File: config.mk
export PLATFORM = sky130hd
export DESIGN_NAME = thi_interp
export DESIGN_NICKNAME = d
export VERILOG_FILES = /design/src/pkg/thi_pkg.sv /design/src/rtl/thi_pin_sync.sv /design/src/rtl/thi_interp.sv
export VERILOG_INCLUDE_DIRS = /design/src /design/src/pkg
export SDC_FILE = /design/constraint.sdc
export NUM_CORES = 1
export LEC_CHECK = 0
export BUFFER_PORTS_ARGS = -buffer_cell sky130_fd_sc_hd__buf_2
export CORE_MARGIN = 2
export CORE_UTILIZATION = 49
export CTS_CLUSTER_DIAMETER = 80
export DETAILED_ROUTE_END_ITERATION = 16
export GPL_ROUTABILITY_DRIVEN = 0
export GPL_TIMING_DRIVEN = 0
export HOLD_SLACK_MARGIN = 0.12
export PLACE_DENSITY = 0.77
export SYNTH_ARGS = -nofsm -noshare
export SYNTH_HDL_FRONTEND = slang
export SYNTH_SLANG_ARGS = --single-unit
File: constraint.sdc
create_clock -name aclk -period 2.5 [get_ports aclk]
set_clock_uncertainty 0.2 [all_clocks]
set_input_delay 0.375 -clock aclk [delete_from_list [all_inputs] [get_ports aclk]]
set_output_delay 0.375 -clock aclk [all_outputs]
set_load 0.1 [all_outputs]
File: src/pkg/thi_regs.svh
// Register offsets, fields, reset values, characters and timing in nanoseconds
`ifndef THI_REGS_SVH
`define THI_REGS_SVH

`define THI_OFF_CTRL      8'h00
`define THI_OFF_DELCH     8'h04
`define THI_OFF_DIGIPEATER_DEFER_DELAY     8'h08
`define THI_OFF_STATUS    8'h0C

`define THI_CTRL_ECHO     0
`define THI_CTRL_ERASE    1
`define THI_CTRL_ALTPOS   2
`define THI_CTRL_IFACE    4

`define THI_RST_ECHO      1'b1
`define THI_RST_ERASE     1'b1
`define THI_RST_ALTPOS    1'b0
`define THI_RST_DELCH     8'h08
`define THI_RST_DIGIPEATER_DEFER_DELAY     8'h03

`define THI_CH_CTRLC      8'h03
`define THI_CH_BS         8'h08
`define THI_STR_PROMPT    32'h3A646D63
`define THI_LEN_PROMPT    3'h4
`define THI_STR_ERASE     32'h00082008
`define THI_LEN_ERASE     3'h3
`define THI_STR_BSLASH    32'h0000005C
`define THI_STR_ERROR     32'h003F4845
`define THI_LEN_ERROR     3'h3
`define THI_ESC_COUNT     2'h3

`define THI_CLK_NS        40
`define THI_CTRLC_GAP_NS  1000000000
`define THI_DIGIPEATER_DEFER_DELAY_UNIT_NS 10000000

`endif

File: src/pkg/thi_pkg.sv
// Types shared by the host interpreter
package thi_pkg;
	typedef enum logic [1:0] {
		MODE_CMD   = 2'b00,
		MODE_CONV  = 2'b01,
		MODE_TRANSPARENT_MODE = 2'b10
	} thi_mode_e;

	typedef enum logic [1:0] {
		IF_BASIC = 2'b00,
		IF_FULL  = 2'b01,
		IF_HOST  = 2'b10,
		IF_KISS  = 2'b11
	} thi_iface_e;

	typedef enum logic [2:0] {
		OP_DONE  = 3'b000,
		OP_CONV  = 3'b001,
		OP_TRANSPARENT_MODE = 3'b010,
		OP_IFACE = 3'b011,
		OP_BAD   = 3'b100
	} thi_op_e;

	typedef struct packed {
		thi_op_e    op;
		logic [2:0] arg;
	} thi_cmd_s;

	typedef struct packed {
		logic       del;
		logic [7:0] data;
	} thi_char_s;

	typedef logic [3:0][7:0] thi_str_t;
endpackage

File: src/rtl/thi_pin_sync.sv
// Three-stage pin synchronisers with agreement filter
`timescale 1ns/1ps
module thi_pin_sync (
	// Clock and reset
	input  wire logic       aclk,
	input  wire logic       aresetn,
	// Pins and synchronised levels
	input  wire logic [1:0] pin_in,
	output logic      [1:0] pin_out
);
	genvar i;
	generate
		for (i = 0; i < 2; i++) begin : g_sync
			logic s1_reg;
			logic s2_reg;
			logic s3_reg;
			logic out_reg;

			always_ff @(posedge aclk) begin
				if (!aresetn) begin
					s1_reg  <= 1'b1;
					s2_reg  <= 1'b1;
					s3_reg  <= 1'b1;
					out_reg <= 1'b1;
				end else begin
					s1_reg <= pin_in[i];
					s2_reg <= s1_reg;
					s3_reg <= s2_reg;
					if (s2_reg == s3_reg) begin
						out_reg <= s3_reg;
					end
				end
			end

			assign pin_out[i] = out_reg;
		end
	endgenerate
endmodule // thi_pin_sync

File: src/rtl/thi_interp.sv
// Host character interpreter with AXI4-Lite control registers
`timescale 1ns/1ps
`include "thi_regs.svh"
module thi_interp #(
	parameter int GAP_CYC  = `THI_CTRLC_GAP_NS / `THI_CLK_NS,
	parameter int UNIT_CYC = `THI_DIGIPEATER_DEFER_DELAY_UNIT_NS / `THI_CLK_NS
) (
	// Clock and reset
	input  wire logic              aclk,
	input  wire logic              aresetn,
	// AXI4-Lite write
	input  wire logic [7:0]        awaddr,
	input  wire logic              awvalid,
	output logic                   awready,
	input  wire logic [31:0]       wdata,
	input  wire logic [3:0]        wstrb,
	input  wire logic              wvalid,
	output logic                   wready,
	output logic [1:0]             bresp,
	output logic                   bvalid,
	input  wire logic              bready,
	// AXI4-Lite read
	input  wire logic [7:0]        araddr,
	input  wire logic              arvalid,
	output logic                   arready,
	output logic [31:0]            rdata,
	output logic [1:0]             rresp,
	output logic                   rvalid,
	input  wire logic              rready,
	// Host characters in
	input  wire logic              host_valid,
	input  wire logic [7:0]        host_data,
	output logic                   host_ready,
	// Command parser
	output logic                   cmd_char_valid,
	output logic [7:0]             cmd_char_data,
	input  wire logic              cmd_done_valid,
	input  wire thi_pkg::thi_cmd_s cmd_done,
	output logic                   cmd_done_ready,
	// Transmit queue
	output logic                   tx_valid,
	output thi_pkg::thi_char_s     tx_item,
	input  wire logic              tx_ready,
	// Terminal output
	output logic                   term_valid,
	output logic [7:0]             term_data,
	input  wire logic              term_ready,
	// Link and radio keying
	input  wire logic              link_up,
	input  wire logic              chan_busy,
	input  wire logic              tx_pending,
	output logic                   ptt,
	// Position receiver pins
	input  wire logic              host_txd_pin,
	input  wire logic              radio_pos_pin,
	output logic                   pos_rxd,
	// Current mode
	output thi_pkg::thi_mode_e     mode
);
	localparam int GW = $clog2(GAP_CYC + 1);
	localparam int UW = $clog2(UNIT_CYC + 1);

	thi_pkg::thi_mode_e  mode_reg;
	thi_pkg::thi_iface_e iface_reg;
	thi_pkg::thi_str_t   str_reg;
	thi_pkg::thi_str_t   str_next;
	logic          echo_reg;
	logic          erase_reg;
	logic          altpos_reg;
	logic [7:0]    delch_reg;
	logic [7:0]    digipeater_defer_delay_reg;
	logic          link_reg;
	logic          prompt_reg;
	logic          busy_reg;
	logic [1:0]    idx_reg;
	logic [2:0]    len_reg;
	logic [2:0]    len_next;
	logic          load;
	logic [1:0]    cc_reg;
	logic [GW-1:0] gap_reg;
	logic [UW-1:0] unit_reg;
	logic [7:0]    defer_reg;
	logic [1:0]    pins_sync;
	logic          host_take;
	logic          cmd_take;
	logic          link_rise;
	logic          link_fall;
	logic          is_exit;
	logic          is_del;
	logic          cc_third;
	logic          bad_param;
	logic          wr_go;
	logic [7:0]    wr_off;
	logic [7:0]    rd_off;
	logic          unit_tick;

	assign mode      = mode_reg;
	assign link_rise = link_up && !link_reg;
	assign link_fall = !link_up && link_reg;
	assign is_exit   = host_data == `THI_CH_CTRLC;
	assign is_del    = host_data == delch_reg;
	assign cc_third  = is_exit && (cc_reg == `THI_ESC_COUNT - 2'h1)
		&& (gap_reg < GW'(GAP_CYC));

	// Parser results first, then host characters, one at a time
	assign cmd_done_ready = !busy_reg && !prompt_reg;
	assign cmd_take       = cmd_done_valid && cmd_done_ready;
	assign host_ready     = !busy_reg && !prompt_reg && !cmd_done_valid
		&& !tx_valid;
	assign host_take      = host_valid && host_ready;

	assign bad_param = (cmd_done.op == thi_pkg::OP_BAD)
		|| (cmd_done.op == thi_pkg::OP_IFACE && cmd_done.arg[2])
		|| (cmd_done.op == thi_pkg::OP_TRANSPARENT_MODE
		&& iface_reg != thi_pkg::IF_FULL);

	// Mode state
	always_ff @(posedge aclk) begin
		if (!aresetn) begin
			mode_reg <= thi_pkg::MODE_CMD;
			link_reg <= 1'b0;
		end else begin
			link_reg <= link_up;
			if (link_rise) begin
				mode_reg <= thi_pkg::MODE_CONV;
			end else if (link_fall) begin
				mode_reg <= thi_pkg::MODE_CMD;
			end else if (cmd_take) begin
				if (cmd_done.op == thi_pkg::OP_CONV
					&& mode_reg == thi_pkg::MODE_CMD) begin
					mode_reg <= thi_pkg::MODE_CONV;
				end else if (cmd_done.op == thi_pkg::OP_TRANSPARENT_MODE
					&& iface_reg == thi_pkg::IF_FULL) begin
					mode_reg <= thi_pkg::MODE_TRANSPARENT_MODE;
				end
			end else if (host_take) begin
				if (mode_reg == thi_pkg::MODE_CONV && is_exit) begin
					mode_reg <= thi_pkg::MODE_CMD;
				end else if (mode_reg == thi_pkg::MODE_TRANSPARENT_MODE
					&& cc_third) begin
					mode_reg <= thi_pkg::MODE_CMD;
				end
			end
		end
	end

	// Escape counter for transparent mode
	always_ff @(posedge aclk) begin
		if (!aresetn) begin
			cc_reg  <= 2'h0;
			gap_reg <= '0;
		end else begin
			if (gap_reg < GW'(GAP_CYC)) begin
				gap_reg <= gap_reg + GW'(1);
			end
			if (host_take && mode_reg == thi_pkg::MODE_TRANSPARENT_MODE) begin
				if (!is_exit || cc_third) begin
					cc_reg <= 2'h0;
				end else if (cc_reg == 2'h0
					|| gap_reg < GW'(GAP_CYC)) begin
					cc_reg  <= cc_reg + 2'h1;
					gap_reg <= '0;
				end else begin
					cc_reg  <= 2'h1;
					gap_reg <= '0;
				end
			end else if (mode_reg != thi_pkg::MODE_TRANSPARENT_MODE) begin
				cc_reg <= 2'h0;
			end
		end
	end

	// Command character path
	always_ff @(posedge aclk) begin
		if (!aresetn) begin
			cmd_char_valid <= 1'b0;
			cmd_char_data  <= 8'h00;
		end else begin
			cmd_char_valid <= host_take
				&& mode_reg == thi_pkg::MODE_CMD;
			if (host_take) begin
				cmd_char_data <= host_data;
			end
		end
	end

	// Transmit slot
	always_ff @(posedge aclk) begin
		if (!aresetn) begin
			tx_valid <= 1'b0;
			tx_item  <= '0;
		end else if (host_take
			&& mode_reg == thi_pkg::MODE_TRANSPARENT_MODE) begin
			tx_valid     <= 1'b1;
			tx_item.del  <= 1'b0;
			tx_item.data <= host_data;
		end else if (host_take && mode_reg == thi_pkg::MODE_CONV
			&& !is_exit) begin
			tx_valid     <= 1'b1;
			tx_item.del  <= is_del;
			tx_item.data <= host_data;
		end else if (tx_ready) begin
			tx_valid <= 1'b0;
		end
	end

	// Terminal string selection
	always_comb begin
		load     = 1'b0;
		len_next = 3'h1;
		str_next = {24'h000000, host_data};
		if (prompt_reg) begin
			load     = 1'b1;
			len_next = `THI_LEN_PROMPT;
			str_next = `THI_STR_PROMPT;
		end else if (cmd_take) begin
			if (bad_param) begin
				load     = 1'b1;
				len_next = `THI_LEN_ERROR;
				str_next = `THI_STR_ERROR;
			end else if (cmd_done.op == thi_pkg::OP_DONE
				|| cmd_done.op == thi_pkg::OP_IFACE) begin
				load     = 1'b1;
				len_next = `THI_LEN_PROMPT;
				str_next = `THI_STR_PROMPT;
			end
		end else if (host_take) begin
			if ((mode_reg == thi_pkg::MODE_CONV && is_exit)
				|| (mode_reg == thi_pkg::MODE_TRANSPARENT_MODE && cc_third)) begin
				load     = 1'b1;
				len_next = `THI_LEN_PROMPT;
				str_next = `THI_STR_PROMPT;
			end else if (mode_reg == thi_pkg::MODE_CONV && is_del) begin
				load = echo_reg;
				if (erase_reg) begin
					len_next = `THI_LEN_ERASE;
					str_next = `THI_STR_ERASE;
				end else begin
					str_next = `THI_STR_BSLASH;
				end
			end else if (mode_reg != thi_pkg::MODE_TRANSPARENT_MODE) begin
				load = echo_reg;
			end
		end
	end

	// Terminal string sender
	always_ff @(posedge aclk) begin
		if (!aresetn) begin
			busy_reg <= 1'b0;
			idx_reg  <= 2'h0;
			len_reg  <= 3'h0;
			str_reg  <= '0;
		end else if (!busy_reg) begin
			if (load) begin
				busy_reg <= 1'b1;
				idx_reg  <= 2'h0;
				len_reg  <= len_next;
				str_reg  <= str_next;
			end
		end else if (term_ready) begin
			if ({1'b0, idx_reg} == len_reg - 3'h1) begin
				busy_reg <= 1'b0;
			end else begin
				idx_reg <= idx_reg + 2'h1;
			end
		end
	end

	assign term_valid = busy_reg;
	assign term_data  = str_reg[idx_reg];

	// Prompt after link loss; a new loss wins over the clear
	always_ff @(posedge aclk) begin
		if (!aresetn) begin
			prompt_reg <= 1'b0;
		end else if (link_fall) begin
			prompt_reg <= 1'b1;
		end else if (!busy_reg) begin
			prompt_reg <= 1'b0;
		end
	end

	// Digipeater defer before keying
	always_ff @(posedge aclk) begin
		if (!aresetn) begin
			unit_reg  <= '0;
			defer_reg <= 8'h00;
			ptt       <= 1'b0;
		end else begin
			unit_reg <= unit_tick ? '0 : unit_reg + UW'(1);
			if (chan_busy) begin
				defer_reg <= 8'h00;
			end else if (unit_tick && defer_reg < digipeater_defer_delay_reg) begin
				defer_reg <= defer_reg + 8'h01;
			end
			ptt <= tx_pending && !chan_busy
				&& defer_reg >= digipeater_defer_delay_reg;
		end
	end

	assign unit_tick = unit_reg == UW'(UNIT_CYC - 1);

	// Position input selection
	thi_pin_sync u_sync (
		.aclk    (aclk),
		.aresetn (aresetn),
		.pin_in  ({radio_pos_pin, host_txd_pin}),
		.pin_out (pins_sync)
	);

	always_ff @(posedge aclk) begin
		if (!aresetn) begin
			pos_rxd <= 1'b1;
		end else begin
			pos_rxd <= altpos_reg ? pins_sync[1] : pins_sync[0];
		end
	end

	// AXI4-Lite write side
	assign wr_go   = awvalid && wvalid && !bvalid;
	assign awready = wr_go;
	assign wready  = wr_go;
	assign wr_off  = {awaddr[7:2], 2'b00};

	always_ff @(posedge aclk) begin
		if (!aresetn) begin
			bvalid     <= 1'b0;
			bresp      <= 2'b00;
			echo_reg   <= `THI_RST_ECHO;
			erase_reg  <= `THI_RST_ERASE;
			altpos_reg <= `THI_RST_ALTPOS;
			iface_reg  <= thi_pkg::IF_BASIC;
			delch_reg  <= `THI_RST_DELCH;
			digipeater_defer_delay_reg  <= `THI_RST_DIGIPEATER_DEFER_DELAY;
		end else begin
			if (wr_go) begin
				bvalid <= 1'b1;
				bresp  <= 2'b00;
				if (wr_off == `THI_OFF_CTRL && wstrb[0]) begin
					echo_reg   <= wdata[`THI_CTRL_ECHO];
					erase_reg  <= wdata[`THI_CTRL_ERASE];
					altpos_reg <= wdata[`THI_CTRL_ALTPOS];
					iface_reg  <= thi_pkg::thi_iface_e'(
						wdata[`THI_CTRL_IFACE +: 2]);
				end else if (wr_off == `THI_OFF_DELCH && wstrb[0]) begin
					delch_reg <= wdata[7:0];
				end else if (wr_off == `THI_OFF_DIGIPEATER_DEFER_DELAY && wstrb[0]) begin
					digipeater_defer_delay_reg <= wdata[7:0];
				end else if (wr_off != `THI_OFF_CTRL
					&& wr_off != `THI_OFF_DELCH
					&& wr_off != `THI_OFF_DIGIPEATER_DEFER_DELAY
					&& wr_off != `THI_OFF_STATUS) begin
					bresp <= 2'b10;
				end
			end else if (bready) begin
				bvalid <= 1'b0;
			end
			if (cmd_take && cmd_done.op == thi_pkg::OP_IFACE
				&& !bad_param) begin
				iface_reg <= thi_pkg::thi_iface_e'(cmd_done.arg[1:0]);
			end
		end
	end

	// AXI4-Lite read side
	assign arready = !rvalid;
	assign rd_off  = {araddr[7:2], 2'b00};

	always_ff @(posedge aclk) begin
		if (!aresetn) begin
			rvalid <= 1'b0;
			rdata  <= 32'h00000000;
			rresp  <= 2'b00;
		end else if (arvalid && arready) begin
			rvalid <= 1'b1;
			rresp  <= 2'b00;
			rdata  <= 32'h00000000;
			unique case (rd_off)
				`THI_OFF_CTRL: begin
					rdata[`THI_CTRL_ECHO]      <= echo_reg;
					rdata[`THI_CTRL_ERASE]     <= erase_reg;
					rdata[`THI_CTRL_ALTPOS]    <= altpos_reg;
					rdata[`THI_CTRL_IFACE +: 2] <= iface_reg;
				end
				`THI_OFF_DELCH: rdata[7:0] <= delch_reg;
				`THI_OFF_DIGIPEATER_DEFER_DELAY: rdata[7:0] <= digipeater_defer_delay_reg;
				`THI_OFF_STATUS: rdata[7:0] <= {ptt, link_up,
					cc_reg, tx_valid, busy_reg, mode_reg};
				default: rresp <= 2'b10;
			endcase
		end else if (rready) begin
			rvalid <= 1'b0;
		end
	end
endmodule // thi_interp

# == After elaboration in Yosys (flattened, before gate mapping) ==
# Index checks and enable logic that the tools add are counted.
# word_totals
reg_bits,159
in_bits,82
wordCells,239
# classes
addsub,6
order_cmp,4
eq_ne,29
n_mux,73
n_bitwise,4
reduce_logical,82
# ops
operator,n
two-way mux 30 bit,4
two-way mux 25 bit,3
two-way mux 32 bit,2
two-way mux 2 bit,24
two-way mux 20 bit,2
logical AND 1 bit,34
"adder 25 x 1 -> 25 bit, second input constant",1
"less-than comparator 25 bit, second input constant",1
two-way mux 1 bit,24
two-way mux 8 bit,3
"adder 18 x 1 -> 18 bit, second input constant",1
"== test 18 bit, second input constant",1
"== test 6 x 2 -> 1 bit, second input constant",3
two-way mux 3 bit,6
binary-select mux 8 bit (select 2 bit),1
logical NOT 8 bit,2
nonzero test 2 bit,8
"== test 6 x 1 -> 1 bit, second input constant",2
"!= test 6 x 2 -> 1 bit, second input constant",2
one-hot mux 3 bit (4 select lines),1
AND reduction 3 bit,4
logical NOT 1 bit,11
"adder 8 x 1 -> 8 bit, second input constant",1
"== test 8 x 2 -> 1 bit, second input constant",1
other kinds (34),56

# == Longest topological paths before layout ==
# Gate-level depths: netlist (run 1).
# depth
depth_word,11
depth_mapped,8
ltp_nobuf,8

# == Modules after synthesis ==
# A second synthesis (run 1) with hierarchy kept.
# unflattened
cells_unflattened,776
hier_area_um2,6805.3
# modules_own_cells
module,instances,cells_per_inst,area_per_inst_um2,seq_area_each_um2
thi_interp,1,754,6565.0,2562.5
thi_pin_sync,1,22,240.2,160.2

# == Worst setup path before layout (run 1) ==
# No wires, ideal clock.
# synth_timing
path_type,flip-flop to flip-flop
start,register tx_valid
end,register len_reg[1]
arrival_ns,3.260
required_time_ns,2.180
slack_ns,-1.080
path_stages_with_launch,8
synth_period_minus_slack_ns,3.580
cell_sequence,dfxtp_1 -> nor4_4 -> nand2_2 -> nor4_1 -> a211o_1 -> buf_4 -> nor2_1 -> o31a_1
# synth_between
elab_chain_len,7
word_cells_on_any_way,10
classes_between,6 x mux; 4 x reduce/logical
# synth_lines
element,line_no,rtl
start: declaration,thi_interp.sv:41,"output logic tx_valid,"
start signal: assignment,thi_interp.sv:190,tx_valid <= 1'b0;
start signal: assignment,thi_interp.sv:194,tx_valid <= 1'b1;
start signal: assignment,thi_interp.sv:199,tx_valid <= 1'b1;
logical NOT 1 bit (*),thi_interp.sv:109,&& !tx_valid;
logical AND 1 bit (*),thi_interp.sv:109,
via host_ready,thi_interp.sv:33,"output logic host_ready,"
logical AND 1 bit (*),thi_interp.sv:110,assign host_take = host_valid && host_ready;
two-way mux 1 bit,thi_interp.sv:227,end else if (host_take) begin
two-way mux 1 bit,thi_interp.sv:216,end else if (cmd_take) begin
two-way mux 1 bit,thi_interp.sv:212,if (prompt_reg) begin
AND reduction 2 bit (no source line),-,
end signal: assignment,thi_interp.sv:258,len_reg <= len_next;
end: declaration,thi_interp.sv:76,logic [2:0] len_reg;
# The timed path passes the listed nets; every way through them passes the cells marked *.
# A chain may end at the register's enable or synchronous reset.

# == Worst setup path after layout (run 1) ==
# layout_timing
start,register defer_reg[3]
end,register defer_reg[6]
# layout_between
elab_chain_len,2
word_cells_on_any_way,3
classes_between,1 x add/sub; 1 x order compare; 1 x reduce/logical
# layout_lines
element,line_no,rtl
start: declaration,thi_interp.sv:82,logic [7:0] defer_reg;
start signal: assignment,thi_interp.sv:295,defer_reg <= defer_reg + 8'h01;
less-than comparator 8 bit,thi_interp.sv:294,end else if (unit_tick && defer_reg < digipeater_defer_delay_reg) begin
logical AND 1 bit,thi_interp.sv:294,
# Parallel ways exist; a longest one is shown, timed or not.

==> results of run 1 <==
## cell usage in the layout (no fill, tap or decap), types with 11 or more instances in the layout
cell,instances
inv_1,22
dlygate4sd3_1,29
buf_2,93
dfxtp_1,123
a21oi_1,49
nand3_1,40
and3_1,11
conb_1,26
nand4_1,14
nand2_1,90
mux2i_1,16
clkbuf_16,17
xnor2_1,23
clkbuf_1,17
o21ai_0,12
nor2_1,91
xor2_1,31
ha_1,13
nand2b_1,16
buf_4,44
## final timing paths
kind,startpoint,endpoint,slack [ns],depth (start not counted)
min,host_data[3],str_reg[3],0.15,3
max reg2reg,defer_reg[3],defer_reg[6],-0.09,8
min reg2reg,u_sync.g_sync[0].s1_reg,u_sync.g_sync[0].s2_reg,0.21,1
max,defer_reg[3],defer_reg[6],-0.09,8
## logic make-up (layout without fill, tap and decap cells)
family / count (synthesis) / after routing / synth area share
AO/OA/AOI/OAI: 128 / 128 / 0.122
XOR/XNOR: 55 / 55 / 0.0719
adder cells (fa/ha/maj): 16 / 16 / 0.0299
buffers and inverters: 86 / 252 / 0.0646
flip-flops: 136 / 136 / 0.406
multiplexers: 23 / 23 / 0.0474
other: 1 / 26 / 0.000559
AND/OR/NAND/NOR: 344 / 344 / 0.257
## per-stage QoR
step	instance area, sq um	utilization	setup WS (ns)
6_report	8960	0.674	-0.0912
5_1_grt	8960	0.674	-0.205
4_1_cts	8830	0.665	0.00881
3_5_place_dp	7700	0.579	-0.220
3_3_place_gp	7700	0.579	-0.215
2_1_floorplan	6990	-	-0.560
## area by class of cell
| class | count | share of cell area |
|---|---|---|
| clock buffer | 19 | 0.0494 |
| sequential | 136 | 0.307 |
| tap | 176 | 0.0246 |
| multi-input combinational | 592 | 0.437 |
| timing repair buffer | 137 | 0.0976 |
| clock inverter | 13 | 0.0305 |
| inverter | 27 | 0.0117 |
| buffer | 56 | 0.0430 |
## routing by layer
layer  global-route usage  part of all wire  vias to the layer above  wire (um)
met1                0.311              0.42                     3010       7770
li1                     -                 -                     3064          -
met3               0.0686             0.062                       32       1150
met2                0.426              0.50                      207       9260
met5                    0                 0                        -          0
met4               0.0952             0.020                        0        374
## worst min-delay path, cell delays in order
cell	delay [ns]
buf_2	0.15
o21ai_1	0.13
a21oi_1	0.07
## where the power goes
| group | internal [mW] | switching [mW] | total (mW) |
|---|---|---|---|
| clock | 2.09 | 0.945 | 3.04 |
| sequential | 2.22 | 0.0504 | 2.27 |
| combinational | 0.272 | 0.746 | 1.02 |
## timing repair
item	CTS	global route
hold endpoints to repair	46	0
pin swaps	7	8
endpoints found under the setup margin	17	29
hold buffers	29	0
buffers inserted	5	6
gates resized for setup	24	18
==> results.toml, run 1 <==
[status]
status = "finished, violations left"
violations = "negative setup slack"

[synth]
synthTopCellsByArea = "dfxtp_1 (41%), nand2_1 (5.5%), nor2_1 (5.2%)"
synth_ff_type = "dfxtp_1"
synth_edf_count = 0
yosysSeqAreaShare = 0.406
synth_area_sq_um = 6700
synth.most_common_cell = "dfxtp_1"
synth.distinct_cells = 68
ys_warn_count = 0
syn_avg_cell_area_sq_um = 8.50
synthArstFlopShare = 0
yosys.area.top_type = "dfxtp_1"
synth_top_area_share = 0.406
synth.ff_latch_count = 136
syn_inst = 789
synthTopCellsByCount = "dfxtp_1 (136), nand2_1 (98), nor2_1 (92), a21oi_1 (50), nand3_1 (42)"

[worst_setup_path]
startpoint_type = "register"
crit_path_max_fanout = 4
crit_type = "reg2reg"
worst_path_largest_cell_delay_ns = 0.46
worst_ep_arrival_time_ns = 2.74
cp.required_ns = 2.64
path_cells = "ha_4 > and3_4 > a221o_1 > buf_6 > a221oi_4 > nand4_1 > or4_1 > a21oi_1"
critPathTopFamily = "simple AND/OR/NAND/NOR gates"
crit_path_end_kind = "register"
slowest_stage = "or4_1"
crit_buf_inv = 1

[clock_network]
cts.path.max_buffers = 2
clock_latency_ns = 0.42
clkSinkCount = 136
cts_made_buffers = 17
root_buffer = "clkbuf_16"
clkTransAtPathRegs_ns = 0.06
htreeDepth = 4
cts_tree = "yes"

[run]
drv_cap = 0

[global_route]
grt_pass1_wl_um = 29200
grt_start_max_net_pins = 17
grt_pass1_vias = 6012
grt_use_total = 0.254
grt-ovfl-total = 0
antenna_found_initial = 0

[die]
die_w_um = 121
initial_core_util = 0.504
rows = 42
io_pins = 157
die_area_sq_um = 14600
die_h_um = 121
coreArea_sq_um = 13300

[sta]
rsz0062_at_grt = "yes"
timing.fmax_ghz = 0.386
min_period_ns = 2.59
setup_viol = 3
period_share = 1.04
tightest_slew_ns = 1.00
maxSlewHeadroom = 0.326
slew_violations = 0
hold_viol_final = 0
fin_ws_ns = -0.0912
fin_hold_ws_ns = 0.153
tns_ns = -0.154

[route]
wl_um = 18600
drt_first_pass_iters = 8
drt_iter0_markers = 521
antenna_left = 0
wl_per_cell_um = 16.1
drc = 0
vias = 6313
vias_per_cell = 5.46

[layout]
area_growth_pct = 33.6
diodes = 0
multi_input_area_sq_um = 3910
fin_cells = 1156
seqCellArea_sq_um = 2750
largest_reg_flops = 25
num-fill-cells = 1061
finalNetCount = 1065
drive_gt1_frac = 0.255

[placement]
place_inst = 1087
dp_hpwl_um = 12400
port_buffers = 97

[power_and_ir_drop]
p_per_area_nw_per_um2 = 707
max-vdd-ir-drop_mv = 0.443
power.total_mw = 6.33
p_leak_nw = 3.58

[worst_hold_path]
hp-class = "in2reg"
Note: power is estimated with default switching activity, not from simulation.
==> run 2, diff against run 1 <==
--- a/config.mk
+++ b/config.mk
@@ -8,13 +8,12 @@
 export LEC_CHECK = 0
 export BUFFER_PORTS_ARGS = -buffer_cell sky130_fd_sc_hd__buf_2
 export CORE_MARGIN = 2
-export CORE_UTILIZATION = 49
+export CORE_UTILIZATION = 30
 export CTS_CLUSTER_DIAMETER = 80
 export DETAILED_ROUTE_END_ITERATION = 16
 export GPL_ROUTABILITY_DRIVEN = 0
 export GPL_TIMING_DRIVEN = 0
 export HOLD_SLACK_MARGIN = 0.12
-export PLACE_DENSITY = 0.77
 export SYNTH_ARGS = -nofsm -noshare
 export SYNTH_HDL_FRONTEND = slang
 export SYNTH_SLANG_ARGS = --single-unit
==> constraint.sdc (replaced) <==
create_clock -name aclk -period 2.41 [get_ports aclk]
set_clock_uncertainty 0.2 [all_clocks]
set_input_delay 0.3615 -clock aclk [delete_from_list [all_inputs] [get_ports aclk]]
set_output_delay 0.3615 -clock aclk [all_outputs]
set_load 0.1 [all_outputs]
==> run 2 against run 1 <==
Net effect: largest cell class unchanged; critical path type unchanged; worst setup slack worse by 0.0013 ns; clock power fell by 14%; sequential cell count did not move; the run still ends with negative setup slack left.
==> results.toml, run 2 (synthesized netlist as in run 1, its figures left out) <==
[layout]
finalNetCount = 1065
multi_input_area_sq_um = 3910
area_growth_pct = 34.0
fin_cells = 1261
largest_reg_flops = 25
num-fill-cells = 2215
seqCellArea_sq_um = 2750
final_cell_mix = "dfxtp_1 (124), buf_2 (93), nand2_1 (91), nor2_1 (91), a21oi_1 (49)"
layout_commonest_cell = "dfxtp_1"
drive_gt1_frac = 0.257

[power_and_ir_drop]
power.total_mw = 6.05
power_frac_comb = 0.177
seq_power_share = 0.390
max-vdd-ir-drop_mv = 0.481
p_leak_nw = 3.56
p_int_mw = 4.18
p_switching_mw = 1.87
p_per_area_nw_per_um2 = 674
p_clk_frac = 0.433
p_sw_frac = 0.309

[global_route]
grt_pass1_vias = 5840
antenna_found_initial = 3
grt_pass1_wl_um = 30400
use_met3 = 0.0437
grt_start_max_net_pins = 17
grt-ovfl-total = 0
groute.layer.met1.usage = 0.205
grt_use_total = 0.161
grt_use_met2 = 0.268
top_usage_layer = "met2"

[sta]
slew_violations = 0
rsz0062_at_grt = "yes"
min_period_ns = 2.50
tightest_slew_ns = 0.776
fin_ws_ns = -0.0926
period_share = 1.04
timing.fmax_ghz = 0.400
maxSlewHeadroom = 0.483
hold_viol_final = 0
setup_viol = 3

[status]
status = "finished, violations left"
violations = "negative setup slack"

[clock_network]
root_buffer = "clkbuf_16"
cts.path.max_buffers = 2
clock_latency_ns = 0.42
cts_tree = "yes"
htreeDepth = 4
cts_made_buffers = 17
clkTransAtPathRegs_ns = 0.06
clkSinkCount = 136

[die]
die_area_sq_um = 23600
rows = 54
coreArea_sq_um = 21900
die_h_um = 153
io_pins = 157
die_w_um = 153
initial_core_util = 0.306

[worst_hold_path]
hp-class = "in2reg"

[route]
drc = 0
drt_first_pass_iters = 5
wl_per_cell_um = 15.0
wl_um = 18900
vias_per_cell = 4.90
antenna_left = 0
vias = 6176
drt_iter0_markers = 280

[worst_setup_path]
crit_buf_inv = 1
worst_path_largest_cell_delay_ns = 0.47
critPathTopFamily = "compound AO/OA/AOI/OAI gates"
startpoint_type = "register"
slowest_stage = "or4_4"
crit_path_max_fanout = 3
path_cells = "inv_2 > ha_4 > and3_4 > a221o_1 > a221o_1 > or4_4 > mux2i_1 > nor2_1"
worst_ep_arrival_time_ns = 2.59
cp_common_cell = "a221o_1"
crit_type = "reg2reg"
crit_path_end_kind = "register"
cp.required_ns = 2.50

[placement]
place_inst = 1191
place_ws_ns = -0.229
dp_hpwl_um = 13600
port_buffers = 97

[run]
drv_cap = 0
[run 2: cell types whose count changed in the layout (fill, tap and decap cells not counted), moves of 2 or more]
cell	delta
clkinvlp_4	+2
bufinv_16	-6
buf_4	-3
clkbuf_2	+3
clkbuf_1	-4
inv_6	+4
o31ai_2	-2
dlygate4sd3_1	+2
[run 2: timing repair]
action,4_1_cts,5_1_grt
setup buffers,5,4
gates cloned,0,0
setup endpoints to repair,22,60
gates resized for setup,29,18
hold buffers,31,0
endpoints found under the hold margin,46,0
pin swaps,4,4
[run 2: routing by layer]
layer,share of wire,routed length [um]
met5,0.0013,24
met3,0.045,846
met1,0.46,8790
met2,0.48,9060
met4,0.011,201
[run 2: stage by stage]
stage                     area (sq um)  hold slack, ns  TNS [ns]  utilization
final                             8980           0.139    -0.232        0.410
after global routing              8980           0.152     -1.43        0.410
after CTS                         8880           0.122    -0.260        0.406
after detailed placement          7830           0.195     -5.73        0.358
after global placement            7830           0.193     -3.95        0.358
after floorplan                   7000           0.186    -27.07            -
[run 2: layout make-up]
class,count,share of cell area
repair buffers,137,0.0983
plain buffers,56,0.0433
clock inverters,13,0.0159
diodes,1,0.000279
flip-flops and latches,136,0.306
clock buffers,19,0.0504
well taps,280,0.0390
multi-input cells,592,0.436
inverters,27,0.0117
[run 2: worst register-to-register path: stages, from the launching register on]
cell and delay (ns):
dfxtp_2 0.34, inv_2 0.05, ha_4 0.23, and3_4 0.17, a221o_1 0.33, a221o_1 0.38, or4_4 0.47, mux2i_1 0.17
nor2_1 0.05
[run 2: worst paths after layout]
path	start	end	slack, ns	cells after the start
max reg2reg	digipeater_defer_delay_reg[1]	defer_reg[1]	-0.09	8
min	awaddr[6]	bresp[1]	0.14	3
max	digipeater_defer_delay_reg[1]	defer_reg[1]	-0.09	8
min reg2reg	u_sync.g_sync[0].s1_reg	u_sync.g_sync[0].s2_reg	0.20	1
[run 2: power by group through the flow]
stage | clock network (mW) | registers, mW | logic (mW)
after detailed placement | 0 | 2.40 | 1.00
after floorplan | 0 | 2.53 | 0.675
after CTS | 2.68 | 2.36 | 1.06
final | 2.62 | 2.36 | 1.07
after global routing | 2.79 | 2.37 | 1.13
after global placement | 0 | 2.40 | 0.996
